==> src/logic/line_check_pkg.sv <==
// shared types and constants for instruction line legality checking
// assumes the decoder upstream presents one line of two slot descriptors
package line_check_pkg;

	localparam int IDX_W = 5;
	localparam int DATA_W_DEF = 32;

	typedef enum logic [3:0] {
		OP_NONE = 4'h0,
		OP_XFER = 4'h1,
		OP_IMM = 4'h2,
		OP_STORE_SUM = 4'h3,
		OP_STORE = 4'h4,
		OP_KARITH = 4'h5,
		OP_ARITH = 4'h6,
		OP_IDLE = 4'h7,
		OP_CORR_ACC = 4'h8
	} op_t;

	typedef enum logic [2:0] {
		RC_GEN = 3'h0,
		RC_SEQ = 3'h1,
		RC_DBG = 3'h2,
		RC_SOC = 3'h3,
		RC_KREG = 3'h4,
		RC_JREG = 3'h5,
		RC_PATH = 3'h6
	} reg_class_t;

	typedef enum logic {
		UNIT_J = 1'b0,
		UNIT_K = 1'b1
	} unit_t;

	typedef struct packed {
		logic valid;
		op_t op;
		unit_t unit;
		reg_class_t src_cls;
		reg_class_t dst_cls;
		logic [IDX_W-1:0] src_idx;
		logic [IDX_W-1:0] dst_idx;
		logic [IDX_W-1:0] acc_idx;
		logic low_power_option;
		logic pred_true;
		logic raw_exc;
	} slot_t;

	typedef enum logic [1:0] {
		ST_IDLE = 2'b00,
		ST_E1 = 2'b01,
		ST_BUF = 2'b10
	} store_st_t;

endpackage

==> src/logic/slot_chk_if.sv <==
// carrier between the line checker and its per-slot checkers
// assumes slot descriptors come from the package
`timescale 1ns/10ps
interface slot_chk_if;
	import line_check_pkg::*;
	slot_t slot;
	logic active;
	logic bad;
	logic exc;
	logic idle_req;
	modport user(output slot, input active, input bad, input exc, input idle_req);
	modport chk(input slot, output active, output bad, output exc, output idle_req);
endinterface

==> src/logic/line_legality.sv <==
// instruction line legality and issue with buffered bus stores
// assumes sequencer re-presents a stalled line and arbiter acks stores
`timescale 1ns/10ps
module line_legality
#(
	parameter int DATA_W = line_check_pkg::DATA_W_DEF
)
(
	input wire logic clk,
	input wire logic rstn,
	input wire logic line_valid,
	input wire line_check_pkg::slot_t slot0,
	input wire line_check_pkg::slot_t slot1,
	input wire logic soc_hold_j,
	input wire logic soc_hold_k,
	input wire logic [DATA_W-1:0] rf_store_data,
	input wire logic store_ack,
	output logic issue,
	output logic stall,
	output logic illegal_exc,
	output logic op_exc,
	output logic idle_req,
	output logic j_bus_busy,
	output logic k_bus_busy,
	output logic store_req,
	output logic [DATA_W-1:0] store_data
);
	import line_check_pkg::*;

	////////////////////////////////////////////////////////////////////////
	// helpers

	function automatic logic is_xfer(input slot_t s);
		is_xfer = (s.op == OP_XFER) || (s.op == OP_IMM);
	endfunction

	function automatic logic k_port_clash(input slot_t a, input slot_t b);
		k_port_clash = (a.op == OP_STORE_SUM) && (a.src_cls == RC_KREG) &&
			((b.op == OP_IMM) || (b.op == OP_KARITH));
	endfunction

	function automatic logic is_store(input slot_t s);
		is_store = (s.op == OP_STORE) || (s.op == OP_STORE_SUM);
	endfunction

	////////////////////////////////////////////////////////////////////////
	// per-slot checkers

	slot_chk_if c0();
	slot_chk_if c1();
	assign c0.slot = slot0;
	assign c1.slot = slot1;
	slot_check u_chk0 (.s(c0));
	slot_check u_chk1 (.s(c1));

	////////////////////////////////////////////////////////////////////////
	// line level decisions

	store_st_t st_r;
	store_st_t st_nxt;
	logic x0, x1, need_j, need_k, kclash, same_unit, line_bad, has_store, hold, go;

	always_comb
	begin
		x0 = c0.active && is_xfer(slot0);
		x1 = c1.active && is_xfer(slot1);
		// each unit owns its bus unless yielded to system side
		need_j = (x0 && slot0.unit == UNIT_J) || (x1 && slot1.unit == UNIT_J);
		need_k = (x0 && slot0.unit == UNIT_K) || (x1 && slot1.unit == UNIT_K);
		kclash = c0.active && c1.active &&
			(k_port_clash(slot0, slot1) || k_port_clash(slot1, slot0));
		same_unit = x0 && x1 && (slot0.unit == slot1.unit);
		line_bad = c0.bad || c1.bad || kclash || same_unit;
		has_store = (c0.active && is_store(slot0)) || (c1.active && is_store(slot1));
		hold = (need_j && soc_hold_j) || (need_k && soc_hold_k) ||
			(has_store && st_r != ST_IDLE);
		go = line_valid && !line_bad && !hold;
	end

	// issue, stall and trap outcomes, one cycle after the line
	always_ff @(posedge clk)
	begin
		if (!rstn)
		begin
			issue <= 1'b0;
			stall <= 1'b0;
			illegal_exc <= 1'b0;
			op_exc <= 1'b0;
			idle_req <= 1'b0;
			j_bus_busy <= 1'b0;
			k_bus_busy <= 1'b0;
		end
		else
		begin
			issue <= go;
			stall <= line_valid && !line_bad && hold;
			illegal_exc <= line_valid && line_bad;
			op_exc <= go && (c0.exc || c1.exc);
			idle_req <= go && (c0.idle_req || c1.idle_req);
			j_bus_busy <= go && need_j;
			k_bus_busy <= go && need_k;
		end
	end

	////////////////////////////////////////////////////////////////////////
	// store buffer: old value caught at second execute stage

	always_comb
	begin
		st_nxt = st_r;
		case (st_r)
			ST_IDLE:
				if (go && has_store)
					st_nxt = ST_E1;
			ST_E1:
				st_nxt = ST_BUF;
			ST_BUF:
				if (store_ack)
					st_nxt = ST_IDLE;
			default:
				st_nxt = ST_IDLE;
		endcase
	end

	always_ff @(posedge clk)
	begin
		if (!rstn)
			st_r <= ST_IDLE;
		else
			st_r <= st_nxt;
	end

	// data frozen on entry to the buffer, independent of bus delay
	always_ff @(posedge clk)
	begin
		if (!rstn)
		begin
			store_req <= 1'b0;
			store_data <= '0;
		end
		else if (st_r == ST_E1)
		begin
			store_req <= 1'b1;
			store_data <= rf_store_data;
		end
		else if (st_r == ST_BUF && store_ack)
			store_req <= 1'b0;
	end

	////////////////////////////////////////////////////////////////////////
	// checks

	a_bad_line_trap: assert property (@(posedge clk) disable iff (!rstn)
		line_valid && line_bad |=> illegal_exc && !issue && !idle_req)
		else $error("bad line was not trapped");

	a_jk_pair_issue: assert property (@(posedge clk) disable iff (!rstn)
		line_valid && x0 && x1 && slot0.unit != slot1.unit && !c0.bad && !c1.bad &&
		!soc_hold_j && !soc_hold_k |=> issue && j_bus_busy && k_bus_busy)
		else $error("j and k transfer pair did not issue together");

	a_yield_j_bus: assert property (@(posedge clk) disable iff (!rstn)
		line_valid && need_j && soc_hold_j |=> !issue && !j_bus_busy)
		else $error("j bus used while yielded");

	a_kport_clash: assert property (@(posedge clk) disable iff (!rstn)
		line_valid && c0.active && c1.active && slot0.op == OP_STORE_SUM &&
		slot0.src_cls == RC_KREG && slot1.op == OP_KARITH |=> illegal_exc)
		else $error("k output port clash not trapped");

	a_store_old_data: assert property (@(posedge clk) disable iff (!rstn)
		store_req && !$past(store_req) |-> store_data == $past(rf_store_data))
		else $error("buffered store data not captured at execute stage");

	a_store_held: assert property (@(posedge clk) disable iff (!rstn)
		store_req && !store_ack |=> store_req && $stable(store_data))
		else $error("buffered store changed before ack");

	a_dbg_seq_block: assert property (@(posedge clk) disable iff (!rstn)
		line_valid && c0.active && slot0.op == OP_XFER && slot0.src_cls == RC_DBG &&
		(slot0.dst_cls == RC_SEQ || slot0.dst_cls == RC_DBG) |=> illegal_exc)
		else $error("debug register transfer not trapped");

	a_pred_false_quiet: assert property (@(posedge clk) disable iff (!rstn)
		line_valid && !slot0.pred_true && !slot1.pred_true |=> !op_exc && !illegal_exc)
		else $error("predicated false line raised exception");

	a_option_plain_idle: assert property (@(posedge clk) disable iff (!rstn)
		go && c0.active && slot0.op == OP_IDLE && slot0.low_power_option |=> idle_req)
		else $error("idle with option not executed as idle");

	a_soc_xfer_trap: assert property (@(posedge clk) disable iff (!rstn)
		line_valid && c1.active && slot1.op == OP_XFER && slot1.src_cls == RC_SOC &&
		slot1.dst_cls == RC_SEQ |=> illegal_exc)
		else $error("system register to sequencer not trapped");

	a_acc_same_reg: assert property (@(posedge clk) disable iff (!rstn)
		line_valid && c0.active && slot0.op == OP_CORR_ACC &&
		slot0.acc_idx != slot0.dst_idx |=> illegal_exc && !issue)
		else $error("foreign accumulation source accepted");

	// outcome, yield, trap and buffer checks
	a_one_outcome: assert property (@(posedge clk) disable iff (!rstn)
		line_valid |=> $onehot({issue, stall, illegal_exc}))
		else $error("line did not get exactly one outcome");

	a_yield_k_bus: assert property (@(posedge clk) disable iff (!rstn)
		line_valid && need_k && soc_hold_k |=> !issue && !k_bus_busy)
		else $error("k bus used while yielded");

	a_same_unit_trap: assert property (@(posedge clk) disable iff (!rstn)
		line_valid && same_unit |=> illegal_exc && !issue)
		else $error("two transfers on one unit not trapped");

	a_store_stall: assert property (@(posedge clk) disable iff (!rstn)
		line_valid && has_store && st_r != ST_IDLE && !line_bad |=>
		stall && !issue)
		else $error("store line issued while buffer busy");

	a_store_capture: assert property (@(posedge clk) disable iff (!rstn)
		st_r == ST_E1 |=> store_req && store_data == $past(rf_store_data))
		else $error("store data not caught at second execute stage");

endmodule // line_legality

==> src/logic/slot_check.sv <==
// per-slot legality: forbidden transfers, predicate masking, idle mapping
// assumes a registered consumer; purely combinational
`timescale 1ns/10ps
module slot_check
(
	slot_chk_if.chk s
);
	import line_check_pkg::*;

	logic seq_dbg;
	logic soc_to_core;
	logic acc_bad;

	// forbidden register transfer classes
	always_comb
	begin
		seq_dbg = (s.slot.op == OP_XFER) &&
			((s.slot.src_cls == RC_SEQ && s.slot.dst_cls == RC_DBG) ||
			(s.slot.src_cls == RC_DBG && s.slot.dst_cls == RC_SEQ) ||
			(s.slot.src_cls == RC_DBG && s.slot.dst_cls == RC_DBG));
		soc_to_core = (s.slot.op == OP_XFER) && (s.slot.src_cls == RC_SOC) &&
			(s.slot.dst_cls == RC_SEQ || s.slot.dst_cls == RC_DBG);
		acc_bad = (s.slot.op == OP_CORR_ACC) && (s.slot.acc_idx != s.slot.dst_idx);
	end

	// a false predicate makes the slot a quiet no-op
	assign s.active = s.slot.valid && s.slot.pred_true;
	assign s.bad = s.active && (seq_dbg || soc_to_core || acc_bad);
	assign s.exc = s.active && s.slot.raw_exc;
	// option bit is ignored, plain idle results
	assign s.idle_req = s.active && (s.slot.op == OP_IDLE);

endmodule // slot_check

==> config.mk <==
export PLATFORM = sky130hd
export DESIGN_NAME = line_legality
export DESIGN_NICKNAME = d
export VERILOG_FILES = /design/src/logic/line_check_pkg.sv /design/src/logic/slot_chk_if.sv /design/src/logic/line_legality.sv /design/src/logic/slot_check.sv
export SDC_FILE = /design/constraint.sdc
export NUM_CORES = 1
export LEC_CHECK = 0
export BUFFER_PORTS_ARGS = -buffer_cell sky130_fd_sc_hd__buf_2
export CORE_UTILIZATION = 42
export DETAILED_ROUTE_END_ITERATION = 10
export GPL_ROUTABILITY_DRIVEN = 0
export HOLD_SLACK_MARGIN = 0.03
export PLACE_DENSITY = 0.81
export SYNTH_ARGS = -nofsm -noshare
export SYNTH_HDL_FRONTEND = slang
export SYNTH_HIERARCHICAL = 1
export SYNTH_SLANG_ARGS = --single-unit
==> constraint.sdc <==
create_clock -name clk -period 2.3 [get_ports clk]
set_clock_uncertainty 0.15 [all_clocks]
set_input_delay 0.23 -clock clk [delete_from_list [all_inputs] [get_ports clk]]
set_output_delay 0.23 -clock clk [all_outputs]
set_load 0.02 [all_outputs]
==> load_flow_metrics.sql <==
INSERT INTO impl_metrics (metric_group, metric, value, unit) VALUES
('outcome', 'status', 'complete, no violations', ''),
('synthesis', 'synthesis.instances', '258', ''),
('setup_path', 'critPathKind', 'input port to flip-flop', ''),
('timing', 'finalWorstSetupSlack', '0.383', 'ns'),
('clock_network', 'clk_pin_slew_worst_paths', '0.08', 'ns'),
('setup_path', 'largest_incremental_delay_on_the_critical_path', '0.55', 'ns'),
('route', 'totalWireLength', '5.15', 'mm'),
('route', 'drt_iter0_drc', '95', ''),
('timing', 'finalHoldViolCount', '0', ''),
('global_route', 'groute.usage.overall', '19.3', '%'),
('route', 'via_count', '2245', ''),
('timing', 'timing.slew.headroom', '78.2', '%'),
('setup_path', 'path_max_fanout', '6', ''),
('setup_path', 'cp-end-kind', 'flip-flop', ''),
('timing', 'period_needed', '1.92', 'ns'),
('timing', 'max_freq', '522', 'MHz'),
('setup_path', 'timing.critical_path.slowest_stage_cell', 'or4_1', ''),
('pwr', 'combPwrFrac', '13.0', '%'),
('clock_network', 'post-cts-setup-buffer-count', '0', ''),
('clock_network', 'cts.htree.levels', '2', ''),
('floorplan', 'die_y', '71.8', 'um'),
('synthesis', 'syn-cell-area', '2050', 'um2'),
('clock_network', 'clock_tree_from_tritoncts', 'done', ''),
('layout', 'final_net_count', '495', ''),
('setup_path', 'startpoint_kind_of_the_worst_setup_timing_path', 'input port', ''),
('hold_path', 'hold_crit_path_type', 'input port to flip-flop', ''),
('floorplan', 'floorplan.die_area', '5160', 'um2'),
('setup_path', 'r2r_setup_slack', '0.88', 'ns'),
('clock_network', 'clkSinkCount', '42', ''),
('synthesis', 'yosysWarnings', '6', ''),
('global_route', 'total_congestion_overflow_after_global_routing', '0', ''),
('floorplan', 'placeable_core_region', '4690', 'um2'),
('clock_network', 'cts-hold-fix-buffers', '14', ''),
('global_route', 'first_pass_grt_wire_length', '7.89', 'mm'),
('global_route', 'grt_max_degree', '36', ''),
('route', 'route.detailed.drc', '0', ''),
('floorplan', 'top_level_ports', '138', ''),
('setup_path', 'timing.critical_path.arrival', '1.94', 'ns'),
('pwr', 'sequentialPowerShare', '45.0', '%'),
('timing', 'final_max_slew_viol_count', '0', ''),
('timing', 'min_period_over_period', '83.4', '%'),
('placement', 'io_buffers', '125', ''),
('pwr', 'worst_ir_drop_vdd', '231', 'uV'),
('floorplan', 'dieWidth', '71.8', 'um'),
('route', 'vias_per_cell', '4.97', ''),
('layout', 'synthToLayoutAreaGrowth', '47.1', '%'),
('synthesis', 'synthArstFlopShare', '0', '%'),
('clock_network', 'clkLatencyLatePin', '0.29', 'ns'),
('floorplan', 'core.rowCount', '25', ''),
('setup_path', 'critical_path_buf_inv_count', '1', ''),
('synthesis', 'synth_edf_count', '0', ''),
('pwr', 'clock_power_share', '41.9', '%'),
('clock_network', 'cts_made_buffers', '5', ''),
('layout', 'ratio_of_cells_with_drive_above_1_in_the_final_layout', '35.9', '%'),
('synthesis', 'synth.distinct_cells', '37', ''),
('clock_network', 'post_cts.resized_instances', '0', ''),
('setup_path', 'critPathTopFamily', 'simple AND/OR/NAND/NOR gates', ''),
('timing', 'setup-tns-final', '0', 'ns'),
('pwr', 'cellPowerDensity', '543', 'nW/um2'),
('synthesis', 'synthesis.nets', '356', ''),
('timing', 'worst_slew_pin_slew', '0.322', 'ns'),
('clock_network', 'clockBufferDepth', '2', ''),
('layout', 'antenna-diode-count', '0', ''),
('route', 'wl_per_cell', '11.4', 'um'),
('synthesis', 'synthFlopType', 'dfxtp_1', ''),
('pwr', 'p_int', '1.28', 'mW'),
('route', 'postRouteAntennaNets', '0', ''),
('synthesis', 'synth-seq-area-share', '41.1', '%'),
('route', 'firstDrtPassIters', '4', ''),
('job', 'drv_cap', '0', ''),
('clock_network', 'clock_tree.root_cell', 'clkbuf_8', '');
## stage by stage
stage               total power [mW]  util, %  area, um2
finish                          1.64     64.2       3010
global route                    1.70     64.2       3010
CTS                             1.65     64.0       3000
detailed placement             0.948     58.1       2730
global placement               0.944     58.1       2730
floorplan                      0.841        -       2050
## worst paths after layout
kind,from,depth (start not counted),endpoint
worst max-delay path,slot0[28],6,op_exc
worst min-delay path,rf_store_data[11],3,store_data[11]
worst max register to register,st_r[0],4,j_bus_busy
worst min register to register,store_data[13],2,store_data[13]
## cell type report
class | instances | area [um2]
fillers | 415 | 1680
flip-flops and latches | 42 | 841
clock inverters | 3 | 68.8
inverters | 7 | 26.3
well taps | 54 | 67.6
multi-input cells | 196 | 1130
repair buffers | 145 | 813
clock buffers | 5 | 68.8
## placed cells by master (no fill, tap or decap), drive strengths merged, types with 6 or more instances in the layout
| master | count |
|---|---|
| xor2 | 11 |
| nor2b | 6 |
| nand2 | 77 |
| dfxtp | 42 |
| a21boi | 32 |
| nor3 | 11 |
| inv | 7 |
| nor2 | 10 |
| buf | 130 |
| dlygate4sd3 | 15 |
## registers in the layout (all words and copies together), names as in the netlist
name / flops
illegal_exc: 1
stall: 1
store_data: 32
op_exc: 1
k_bus_busy: 1
j_bus_busy: 1
store_req: 1
st_r: 2
idle_req: 1
issue: 1
## metal layers
| metal | part of all wire, % | global-route usage (%) | routed length [um] |
|---|---|---|---|
| met1 | 41 | 20.2 | 2120 |
| met2 | 50 | 36.3 | 2550 |
| met3 | 7.1 | 5.49 | 367 |
| met4 | 1.9 | 6.97 | 99 |
| met5 | 0 | 0 | 0 |
## synthesized netlist by cell type, types with 3 or more instances
master,instances,area (um2)
nand2_1,77,289
dfxtp_1,42,841
a21boi_0,32,240
clkbuf_1,11,41.3
nor3_1,11,55.1
xor2_1,11,96.3
nor2_1,10,37.5
inv_1,7,26.3
nor2b_1,6,37.5
and3b_1,5,43.8
a21oi_1,4,20.0
xnor2_1,4,35.0
nand3_1,3,15.0
nor3b_1,3,22.5
o21a_1,3,22.5
o21ai_0,3,15.0
## tightest hold or removal path: stages
cell	delay, ns
buf_2	0.09
nand2_1	0.04
a21boi_0	0.07
## power groups by stage
stage | Combinational [mW] | Sequential [mW] | Clock (mW)
4_1_cts | 0.213 | 0.737 | 0.697
6_report | 0.213 | 0.737 | 0.686
2_1_floorplan | 0.0783 | 0.763 | 0
5_1_grt | 0.235 | 0.738 | 0.731
3_5_place_dp | 0.194 | 0.754 | 0
3_3_place_gp | 0.190 | 0.754 | 0
## cell families after synthesis
logic type	Yosys count	share of synthesized area [%]
AOI/OAI and AO/OA	51	18.1
xor gates and xnor gates	15	6.41
buffers and inverters	20	4.03
DFF	42	41.1
muxes	1	0.489
and+or+nand+nor	129	29.9
No activity file was read; power rests on OpenSTA's default activity.
